## config.mk

```make
export PLATFORM = sky130hd
export DESIGN_NAME = fcd_exec
export DESIGN_NICKNAME = d
export VERILOG_FILES = /design/src/verilog/fcd_pkg.sv /design/src/verilog/fcd_exec.sv
export VERILOG_INCLUDE_DIRS = /design/src /design/src/verilog
export SDC_FILE = /design/constraint.sdc
export NUM_CORES = 1
export LEC_CHECK = 0
export CAP_MARGIN = 25
export CELL_PAD_IN_SITES_DETAIL_PLACEMENT = 0
export CELL_PAD_IN_SITES_GLOBAL_PLACEMENT = 1
export CORE_MARGIN = 2
export CORE_UTILIZATION = 45
export CTS_BUF_LIST = sky130_fd_sc_hd__clkbuf_8
export CTS_CLUSTER_DIAMETER = 200
export CTS_CLUSTER_SIZE = 25
export DETAILED_ROUTE_END_ITERATION = 16
export DONT_BUFFER_PORTS = 1
export PLACE_DENSITY = 0.86
export SETUP_SLACK_MARGIN = 0.5
export SLEW_MARGIN = 20
export SYNTH_ARGS = -nofsm -noshare
export SYNTH_HDL_FRONTEND = slang
export SYNTH_SLANG_ARGS = --single-unit
```

## constraint.sdc

```tcl
create_clock -name i_sys_clk -period 4.9 [get_ports i_sys_clk]
set_input_delay 0.245 -clock i_sys_clk [delete_from_list [all_inputs] [get_ports i_sys_clk]]
set_output_delay 0.245 -clock i_sys_clk [all_outputs]
set_load 0.1 [all_outputs]
```

## src/verilog/fcd_consts.svh

```systemverilog
// Constants for the flow-control and compare execute unit
// What this block does
// RULE1: Direct call loads PC with absolute target, keeps flags, takes 4 cycles.
// RULE2: Subroutine exit reloads PC from stack, keeps flags, takes 4 cycles.
// RULE3: Interrupt exit reloads PC from stack, sets interrupt enable, takes 4 cycles.
// RULE4: Compare-skip skips next instruction on equal operands; 1, 2 or 3 cycles.
// RULE5: Register compare subtracts operands, updates Z N V C H in one cycle.
// RULE6: Compare with carry also subtracts carry; updates Z N V C H, one cycle.
// RULE7: Immediate compare subtracts constant, updates Z N V C H in one cycle.
// RULE8: Skip when chosen working register bit is one; no flags; 1, 2 or 3 cycles.
// RULE9: Skip when chosen port bit is one; no flags; 1, 2 or 3 cycles.
// RULE10: Branch adds offset plus one when chosen flag is one; 1 or 2 cycles.
// RULE11: Branch adds offset plus one when chosen flag is zero; 1 or 2 cycles.
// RULE12: Branch on zero flag set, offset plus one; 1 or 2 cycles.
// RULE13: Branch on zero flag clear, offset plus one; 1 or 2 cycles.
// RULE14: Branch on carry flag clear, offset plus one; 1 or 2 cycles, no flags.
// RULE15: Calls push the following instruction address so the exit resumes there.
`ifndef FCD_CONSTS_SVH
`define FCD_CONSTS_SVH
`define FCD_PC_W 16
`define FCD_FLAG_C 0
`define FCD_FLAG_Z 1
`define FCD_FLAG_N 2
`define FCD_FLAG_V 3
`define FCD_FLAG_H 5
`define FCD_FLAG_I 7
`define FCD_CYC_CALL 3'd4
`define FCD_CYC_EXIT 3'd4
`define FCD_CYC_ONE 3'd1
`define FCD_CYC_TWO 3'd2
`define FCD_CYC_THREE 3'd3
`define FCD_LEN_CALL 16'h0002
`define FCD_STEP 16'h0001
`define FCD_SKIP_SHORT 16'h0002
`define FCD_SKIP_LONG 16'h0003
`endif

```

## src/verilog/fcd_pkg.sv

```systemverilog
// Types for the flow-control and compare execute unit
package fcd_pkg;
    typedef enum logic [3:0] {
        FCD_CALL = 4'h0,
        FCD_SUB_EXIT = 4'h1,
        FCD_IRQ_EXIT = 4'h2,
        FCD_CMP_SKIP_EQ = 4'h3,
        FCD_CMP_REG = 4'h4,
        FCD_CMP_CARRY = 4'h5,
        FCD_CMP_IMM = 4'h6,
        FCD_SKIP_REG_BIT = 4'h7,
        FCD_SKIP_PORT_BIT = 4'h8,
        FCD_BR_FLAG_SET = 4'h9,
        FCD_BR_FLAG_CLR = 4'hA,
        FCD_BR_ZERO_SET = 4'hB,
        FCD_BR_ZERO_CLR = 4'hC,
        FCD_BR_CARRY_CLR = 4'hD,
        FCD_IRQ_ENTRY = 4'hE
    } fcd_cmd_t;

    typedef enum logic [1:0] {
        FCD_ST_IDLE = 2'b01,
        FCD_ST_RUN = 2'b10
    } fcd_state_t;

    typedef struct packed {
        logic valid;
        fcd_cmd_t cmd;
        logic [7:0] opa;
        logic [7:0] opb;
        logic [7:0] imm;
        logic [2:0] bit_sel;
        logic io_bit;
        logic [6:0] offset;
        logic [15:0] target;
        logic next_long;
    } fcd_req_t;

    typedef struct packed {
        logic done;
        logic pc_load;
        logic [15:0] pc_next;
        logic flags_we;
        logic [7:0] flags;
        logic push;
        logic [15:0] push_data;
        logic pop;
    } fcd_res_t;
endpackage

```

## src/verilog/fcd_exec.sv

```systemverilog
// Execute unit for calls, returns, compares, skips and branches
`timescale 1ns/1ns
`include "fcd_consts.svh"
module fcd_exec (
    // Clock and reset
    input wire logic i_sys_clk,
    input wire logic i_sys_rst,
    // Request from fetch and register file
    input wire fcd_pkg::fcd_req_t i_req,
    input wire logic [15:0] i_pc,
    input wire logic [7:0] i_flags,
    input wire logic [15:0] i_stack_top,
    // Results
    output fcd_pkg::fcd_res_t o_res,
    output logic o_busy
);
    fcd_pkg::fcd_state_t state_q, state_d;
    fcd_pkg::fcd_res_t res_q, hold_q, now_res;
    logic busy_q;
    logic [2:0] cnt_q;
    logic [2:0] cyc;
    logic [7:0] cmp_b;
    logic [7:0] diff;
    logic [7:0] cmp_flags;
    logic cin;
    logic accept;
    logic is_cmp;
    logic skip;
    logic br_taken;
    logic [15:0] br_pc;
    logic [15:0] skip_pc;

    function automatic logic borrow(input logic a, input logic b, input logic r);
        borrow = (~a & b) | (b & r) | (r & ~a);
    endfunction

    assign accept = i_req.valid & ~busy_q;
    assign is_cmp = (i_req.cmd == fcd_pkg::FCD_CMP_REG) | (i_req.cmd == fcd_pkg::FCD_CMP_CARRY)
                  | (i_req.cmd == fcd_pkg::FCD_CMP_IMM);

    // Subtraction shared by the three compares
    assign cmp_b = (i_req.cmd == fcd_pkg::FCD_CMP_IMM) ? i_req.imm : i_req.opb; // RULE7
    assign cin = (i_req.cmd == fcd_pkg::FCD_CMP_CARRY) & i_flags[`FCD_FLAG_C]; // RULE6
    assign diff = i_req.opa - cmp_b - {7'h00, cin}; // RULE5

    always_comb
    begin
        cmp_flags = i_flags;
        cmp_flags[`FCD_FLAG_C] = borrow(i_req.opa[7], cmp_b[7], diff[7]);
        cmp_flags[`FCD_FLAG_H] = borrow(i_req.opa[3], cmp_b[3], diff[3]);
        cmp_flags[`FCD_FLAG_N] = diff[7];
        cmp_flags[`FCD_FLAG_V] = (i_req.opa[7] & ~cmp_b[7] & ~diff[7]) | (~i_req.opa[7] & cmp_b[7] & diff[7]);
        // Carry form keeps zero only if it was already set
        cmp_flags[`FCD_FLAG_Z] = (diff == 8'h00) & (~cin & (i_req.cmd != fcd_pkg::FCD_CMP_CARRY)
                               | i_flags[`FCD_FLAG_Z]); // RULE6
    end

    // Skip and branch decisions
    assign skip = ((i_req.cmd == fcd_pkg::FCD_CMP_SKIP_EQ) & (i_req.opa == i_req.opb)) // RULE4
                | ((i_req.cmd == fcd_pkg::FCD_SKIP_REG_BIT) & i_req.opa[i_req.bit_sel]) // RULE8
                | ((i_req.cmd == fcd_pkg::FCD_SKIP_PORT_BIT) & i_req.io_bit); // RULE9
    assign br_taken = ((i_req.cmd == fcd_pkg::FCD_BR_FLAG_SET) & i_flags[i_req.bit_sel]) // RULE10
                    | ((i_req.cmd == fcd_pkg::FCD_BR_FLAG_CLR) & ~i_flags[i_req.bit_sel]) // RULE11
                    | ((i_req.cmd == fcd_pkg::FCD_BR_ZERO_SET) & i_flags[`FCD_FLAG_Z]) // RULE12
                    | ((i_req.cmd == fcd_pkg::FCD_BR_ZERO_CLR) & ~i_flags[`FCD_FLAG_Z]) // RULE13
                    | ((i_req.cmd == fcd_pkg::FCD_BR_CARRY_CLR) & ~i_flags[`FCD_FLAG_C]); // RULE14
    assign br_pc = i_pc + {{9{i_req.offset[6]}}, i_req.offset} + `FCD_STEP;
    assign skip_pc = i_pc + (i_req.next_long ? `FCD_SKIP_LONG : `FCD_SKIP_SHORT);

    // Result and cycle count of the accepted request
    always_comb
    begin
        now_res = '0;
        now_res.done = 1'b1;
        now_res.pc_load = 1'b1;
        now_res.pc_next = i_pc + `FCD_STEP;
        now_res.flags = i_flags;
        cyc = `FCD_CYC_ONE;
        unique case (i_req.cmd)
            fcd_pkg::FCD_CALL, fcd_pkg::FCD_IRQ_ENTRY:
            begin
                now_res.pc_next = i_req.target; // RULE1
                cyc = `FCD_CYC_CALL; // RULE1
            end
            fcd_pkg::FCD_SUB_EXIT:
            begin
                now_res.pc_next = i_stack_top; // RULE2
                now_res.pop = 1'b1;
                cyc = `FCD_CYC_EXIT; // RULE2
            end
            fcd_pkg::FCD_IRQ_EXIT:
            begin
                now_res.pc_next = i_stack_top; // RULE3
                now_res.pop = 1'b1;
                now_res.flags_we = 1'b1;
                now_res.flags[`FCD_FLAG_I] = 1'b1; // RULE3
                cyc = `FCD_CYC_EXIT; // RULE3
            end
            fcd_pkg::FCD_CMP_REG, fcd_pkg::FCD_CMP_CARRY, fcd_pkg::FCD_CMP_IMM:
            begin
                now_res.flags_we = 1'b1; // RULE5
                now_res.flags = cmp_flags;
            end
            fcd_pkg::FCD_CMP_SKIP_EQ, fcd_pkg::FCD_SKIP_REG_BIT, fcd_pkg::FCD_SKIP_PORT_BIT:
            begin
                if (skip)
                begin
                    now_res.pc_next = skip_pc; // RULE4
                    cyc = i_req.next_long ? `FCD_CYC_THREE : `FCD_CYC_TWO; // RULE9
                end
            end
            default:
            begin
                if (br_taken)
                begin
                    now_res.pc_next = br_pc; // RULE10
                    cyc = `FCD_CYC_TWO; // RULE11
                end
            end
        endcase
    end

    assign state_d = (state_q == fcd_pkg::FCD_ST_IDLE)
                   ? ((accept && cyc != `FCD_CYC_ONE) ? fcd_pkg::FCD_ST_RUN : fcd_pkg::FCD_ST_IDLE)
                   : ((cnt_q == 3'd0) ? fcd_pkg::FCD_ST_IDLE : fcd_pkg::FCD_ST_RUN);

    always_ff @(posedge i_sys_clk)
    begin
        if (i_sys_rst)
        begin
            state_q <= fcd_pkg::FCD_ST_IDLE;
            res_q <= '0;
            hold_q <= '0;
            busy_q <= 1'b0;
            cnt_q <= 3'd0;
        end
        else
        begin
            state_q <= state_d;
            res_q <= '0;
            if (accept)
            begin
                // Return address goes out at once, the jump at the end
                res_q.push <= (i_req.cmd == fcd_pkg::FCD_CALL) | (i_req.cmd == fcd_pkg::FCD_IRQ_ENTRY); // RULE15
                res_q.push_data <= (i_req.cmd == fcd_pkg::FCD_CALL) ? i_pc + `FCD_LEN_CALL : i_pc; // RULE15
                if (cyc == `FCD_CYC_ONE)
                begin
                    res_q <= now_res;
                end
                else
                begin
                    hold_q <= now_res;
                    busy_q <= 1'b1;
                    cnt_q <= cyc - 3'd2;
                end
            end
            else if (state_q == fcd_pkg::FCD_ST_RUN)
            begin
                if (cnt_q == 3'd0)
                begin
                    res_q <= hold_q;
                    busy_q <= 1'b0;
                end
                else
                begin
                    cnt_q <= cnt_q - 3'd1;
                end
            end
        end
    end

    assign o_res = res_q;
    assign o_busy = busy_q;

    chk_call_timing: assert property (@(posedge i_sys_clk) disable iff (i_sys_rst) // RULE1
        accept && i_req.cmd == fcd_pkg::FCD_CALL |-> ##4 (o_res.done && o_res.pc_next == $past(i_req.target, 4)
            && !o_res.flags_we))
        else $error("call target or timing wrong");
    chk_call_push: assert property (@(posedge i_sys_clk) disable iff (i_sys_rst) // RULE15
        accept && i_req.cmd == fcd_pkg::FCD_CALL |=> o_res.push && o_res.push_data == $past(i_pc) + 16'h0002)
        else $error("call return address wrong");
    chk_exit_stack: assert property (@(posedge i_sys_clk) disable iff (i_sys_rst) // RULE2
        accept && i_req.cmd == fcd_pkg::FCD_SUB_EXIT |=> !o_res.done [*3] ##1
            (o_res.done && o_res.pc_next == $past(i_stack_top, 4) && !o_res.flags_we))
        else $error("subroutine exit wrong");
    chk_irq_exit_ie: assert property (@(posedge i_sys_clk) disable iff (i_sys_rst) // RULE3
        accept && i_req.cmd == fcd_pkg::FCD_IRQ_EXIT |-> ##4 (o_res.done && o_res.flags_we
            && o_res.flags[`FCD_FLAG_I]))
        else $error("interrupt exit did not enable interrupts");
    chk_skip_eq_long: assert property (@(posedge i_sys_clk) disable iff (i_sys_rst) // RULE4
        accept && i_req.cmd == fcd_pkg::FCD_CMP_SKIP_EQ && i_req.opa == i_req.opb && i_req.next_long
            |-> ##3 (o_res.done && o_res.pc_next == $past(i_pc, 3) + 16'h0003 && !o_res.flags_we))
        else $error("compare skip wrong");
    chk_cmp_zero: assert property (@(posedge i_sys_clk) disable iff (i_sys_rst) // RULE5
        accept && i_req.cmd == fcd_pkg::FCD_CMP_REG |=> o_res.done && o_res.flags_we
            && o_res.flags[`FCD_FLAG_Z] == ($past(i_req.opa) == $past(i_req.opb))
            && o_res.flags[`FCD_FLAG_C] == ($past(i_req.opa) < $past(i_req.opb)))
        else $error("register compare flags wrong");
    chk_carry_cmp: assert property (@(posedge i_sys_clk) disable iff (i_sys_rst) // RULE6
        accept && i_req.cmd == fcd_pkg::FCD_CMP_CARRY |=> o_res.done
            && o_res.flags[`FCD_FLAG_C] == ({1'b0, $past(i_req.opa)} < {1'b0, $past(i_req.opb)}
            + {8'h00, $past(i_flags[`FCD_FLAG_C])}))
        else $error("compare with carry flag wrong");
    chk_imm_zero: assert property (@(posedge i_sys_clk) disable iff (i_sys_rst) // RULE7
        accept && i_req.cmd == fcd_pkg::FCD_CMP_IMM |=> o_res.done
            && o_res.flags[`FCD_FLAG_Z] == ($past(i_req.opa) == $past(i_req.imm)))
        else $error("immediate compare flag wrong");
    chk_reg_bit_clear: assert property (@(posedge i_sys_clk) disable iff (i_sys_rst) // RULE8
        accept && i_req.cmd == fcd_pkg::FCD_SKIP_REG_BIT && !i_req.opa[i_req.bit_sel]
            |=> o_res.done && o_res.pc_next == $past(i_pc) + 16'h0001)
        else $error("register bit skip taken wrongly");
    chk_port_skip_short: assert property (@(posedge i_sys_clk) disable iff (i_sys_rst) // RULE9
        accept && i_req.cmd == fcd_pkg::FCD_SKIP_PORT_BIT && i_req.io_bit && !i_req.next_long
            |=> !o_res.done ##1 (o_res.done && o_res.pc_next == $past(i_pc, 2) + 16'h0002))
        else $error("port bit skip wrong");
    chk_branch_taken: assert property (@(posedge i_sys_clk) disable iff (i_sys_rst) // RULE10
        accept && br_taken |=> o_busy ##1 (o_res.done && !o_res.flags_we
            && o_res.pc_next == $past(br_pc, 2)))
        else $error("taken branch wrong");
    chk_zero_clr_fall: assert property (@(posedge i_sys_clk) disable iff (i_sys_rst) // RULE13
        accept && i_req.cmd == fcd_pkg::FCD_BR_ZERO_CLR && i_flags[`FCD_FLAG_Z]
            |=> o_res.done && o_res.pc_next == $past(i_pc) + 16'h0001)
        else $error("branch on zero clear taken wrongly");
endmodule

```

After elaboration in Yosys (flattened, before gate mapping) --
Cells that the tools add are included.
Storage, ports and cells: output and inout bits 46, logic and storage cells 138, bits of input ports 99, bits in registers 78
Cells by class: equality and inequality tests 22, multiplexer cells 32, bitwise gates (word level) 44, reductions and logical operators 14, $add $sub $neg 9, magnitude comparators 1
Operator list (number):
- $mux 45 | 4
- $pmux 16 s4 | 1
- $mux 16 | 3
- $add 16x1->16 const B | 2
- $eq 4x4->1 const B | 7
- $and 1x1->1 | 21
- $add 16x16->16 | 1
- $add 16x2->16 | 1
- $add 16x2->16 const B | 1
- $eq 4x3->1 const B | 4
- $or 1x1->1 | 13
- $mux 3 | 4
- $mux 2 | 5
- $not 1->1 | 10
- $mux 1 | 9
- $pmux 3 s3 | 1
- $eq 4x2->1 const B | 2
- $eq 8x8->1 | 1
- $logic_not 8->1 | 1
- $mux 8 | 1
- $sub 8x1->8 | 1
- $sub 8x8->8 | 1
- $bmux 1 s3 | 2
- $mux 6 | 1
- 20 further kinds | 25

Logic depth before layout (Yosys ltp) --
word-level depth 14, mapped depth 15, mapped depth without buffers 14

Worst setup path before layout --
OpenSTA, ideal clock, no wires.
path type input port to flip-flop, from in i_req[52] (netlist bit), to reg hold_q[19] (netlist bit), buffers on the path 1, required time 4.822 ns, arrival time 3.517 ns, setup slack 1.306 ns, stages 15, library setup time 0.078 ns, cells stage by stage clkbuf_1 > nand2b_1 > nor2_1 > mux2_2 > fa_1 > inv_1 > ha_1 > o21a_1 > o211a_1 > or3_1 > a21boi_0 > a211oi_1 > o41ai_1 > nor2_1 > nor3_1
On the way: longest elaborated chain between the ends 11, elaborated cells between the ends (all ways) 49, classes of those cells 2 x add/sub; 16 x eq/ne; 5 x mux; 20 x bitwise; 6 x reduce/logical
RTL lines:
- from (decl) | RTL line fcd_exec.sv:9 | input wire fcd_pkg::fcd_req_t i_req,
- parallel branches: the longest is 11 deep, another holds $sub 8x8->8
- to (signal assigned) | RTL line fcd_exec.sv:152 | hold_q <= now_res;
- to (decl) | RTL line fcd_exec.sv:18 | fcd_pkg::fcd_res_t res_q, hold_q, now_res;
Several ways; the timed one is not identified. A chain may end at the register's enable or synchronous reset.

Worst setup path in the final report --
from in i_req[55] (netlist bit), to reg hold_q[19] (netlist bit)
Same word-level chain as after synthesis.

==> flow_metrics.tcl <==
set metrics [dict create \
    cp-start-kind "input port" \
    critical_path.cell_chain "nand2b_1, nor2_1, buf_4, mux2_2, fa_1, inv_1, ha_1, o21a_1, o211a_1, or3_1, a21boi_0, a211oi_1, o41ai_1, nor2_1, nor3_1" \
    initial_core_util 0.4659 \
    met3_length_um 1457 \
    via_per_inst 6.039 \
    end_kind "flip-flop" \
    clock-sinks 77 \
    clk_path_buf_depth 2 \
    grt_usage 0.2534 \
    report.final.slew_viol_count 0 \
    synth.avg_cell_area_sq_um 8.038 \
    drive_gt1_frac 0.07558 \
    clock_latency_ns 0.37 \
    pin_count 145 \
    worstPathMaxFanout 15 \
    cts_tree "done" \
    dp_hpwl_um 12920 \
    fin_cells 856 \
    cp_common_cell "nor2_1" \
    multi_input_area_sq_mm 0.003791 \
    seq_area_frac_synth 0.2732 \
    routed_wl_um 17040 \
    cp.required_ns 5.19 \
    synth_cell_type_count 66 \
    period_share 0.6664 \
    first_global_vias 4924 \
    drtIter0Drc 415 \
    final_net_count 821 \
    drv_cap 0 \
    synth_seq_cells 77 \
    synth_ff_type "dfxtp_1" \
    grt_start_max_net_pins 29 \
    regArea_sq_mm 0.001543 \
    ctsHtreeMaxLevel 3 \
    first_pass_iters 7 \
    min_period_ns 3.266 \
    cts_resized 0 \
    power.density_mw_per_mm2 307.6 \
    antenna_found_initial 0 \
    synth.area.top_cells "dfxtp_1 (27%), ha_1 (8.0%), xor2_1 (5.3%)" \
    relSlewSlack 0.3068 \
    finalClockSkew_ns 0.01739 \
    dieHeight_um 116.0 \
    dr.max_layer_used "met4" \
    finalHoldViolCount 0 \
    die_area_sq_mm 0.01345 \
    worst_ep_arrival_time_ns 3.56 \
    tns_ns 0 \
    netlist_area_sq_mm 0.005643 \
    io_buffers 0 \
    grt.overflow.total 0 \
    numCtsBuffers 9 \
    worst_pin_slew_ns 1.038 \
    max-vdd-ir-drop_mv 0.1201 \
    async_flop_share 0 \
    synth-edff-count 0 \
    yosys.area.top_type_share 0.2732 \
    syn_nets 840 \
    fill_cells 1204 \
    cts-root-buf "clkbuf_8" \
    clk_pin_slew_worst_paths_ns 0.08 \
    crit_family "compound AO/OA/AOI/OAI gates" \
    leakagePower_uw 0.002315 \
    yosysWarnings 0 \
    gp_congestion 0.9611 \
    area_growth_pct 6.098 \
    wl_met1_um 7432 \
    rsz0062_at_grt "false" \
    syn_inst 702 \
    dr_wl_met2_um 7938 \
    status "completed" \
    max_stage_delay_ns 0.54 \
    most-common-layout-cells "nor2_1 (76), dfxtp_1 (76), nand2_1 (67)" \
    fmax_mhz 306.2 \
    hp-class "in -> reg" \
    yosys.area.top_type "dfxtp_1" \
    setup_viol 0 \
    drc 0 \
    numPlacedInstances 838 \
    diodes 0 \
    crit_type "in -> reg" \
    vias 5169 \
    cp_slowest_cell "fa_1" \
    dieWidth_um 116.0 \
    path_buf_inv 2 \
    grt_pass1_wl_um 26210 \
    rows 40 \
    postRouteAntennaNets 0 \
    core_area_sq_mm 0.01211 \
    wl_per_cell_um 19.90 \
]
-- cell type report --
| type | count | share of cell area |
|---|---|---|
| Clock buffer | 11 | 0.02529 |
| Clock inverter | 5 | 0.01379 |
| Inverter | 36 | 0.02257 |
| Multi-Input combinational cell | 550 | 0.6332 |
| Sequential cell | 77 | 0.2577 |
| Tap cell | 168 | 0.03511 |
| Timing Repair Buffer | 9 | 0.01233 |
-- registers in the layout, summed over array words and instances (netlist names) --
name	count
o_res	44
cnt_q	3
o_busy	1
hold_q	27
state_q	2
-- repair_timing --
| item | 4_1_cts | 5_1_grt |
|---|---|---|
| endpoints found under the hold margin | 25 | 0 |
| setup buffers | 0 | 0 |
| hold buffers | 1 | 0 |
-- where the power goes --
part	switching (uW)	internal, uW	leakage (uW)
registers	151	668	0.000628
logic	266	189	0.00157
clock network	252	316	0.000120
total	669	1170	0.00231
-- metal layers --
layer  up-vias  GRT usage
met4         0    0.07381
met3        17    0.05962
li1       2464          -
met1      2461     0.3427
met5         -          0
met2       227     0.4043
-- kinds of logic after synthesis --
family,Yosys count,share of synthesized area
xor+xnor,65,0.1009
buf+inv,75,0.05698
flops,77,0.2732
simple gates,237,0.1969
fa+ha+maj,39,0.09047
mux,17,0.04346
compound gates,192,0.2381
-- synth_stat cells, types with 14 or more instances --
| master | n |
|---|---|
| nor2_1 | 76 |
| xor2_1 | 34 |
| nand3_1 | 16 |
| a21oi_1 | 45 |
| clkbuf_1 | 26 |
| o21ai_0 | 31 |
| a22o_1 | 14 |
| ha_1 | 36 |
| dfxtp_1 | 77 |
| inv_1 | 36 |
| xnor2_1 | 31 |
| nand2_1 | 67 |
| nor3_1 | 18 |
-- final timing paths --
path                                               from                      end  slack, ns  cells past startpoint
worst max-delay path                          i_req[55]  hold_q[19]$_SDFFE_PP0P_       1.63                     15
worst min-delay path                         i_flags[6]     o_res[24]$_SDFF_PP0_       0.01                      1
worst max register to register      o_busy$_SDFFE_PP0P_     o_res[31]$_SDFF_PP0_       2.09                      5
worst min register to register  hold_q[43]$_SDFFE_PP0P_     o_res[44]$_SDFF_PP0_       0.44                      2
-- metrics by stage --
stage | cell area (sq um) | hold WS [ns] | util | total power, uW | worst slack (ns)
finish | 5987 | 0.01369 | 0.4943 | 1842 | 1.634
detailed placement | 5732 | 0.3216 | 0.4732 | 1275 | 1.295
CTS | 5976 | 0.008439 | 0.4934 | 1839 | 1.660
floorplan | 5643 | 0.3707 | - | 1195 | 1.306
global placement | 5732 | 0.3207 | 0.4732 | 1263 | 1.394
global route | 5987 | 0.007268 | 0.4943 | 1927 | 1.362
No activity file was read; power rests on OpenSTA's default activity.
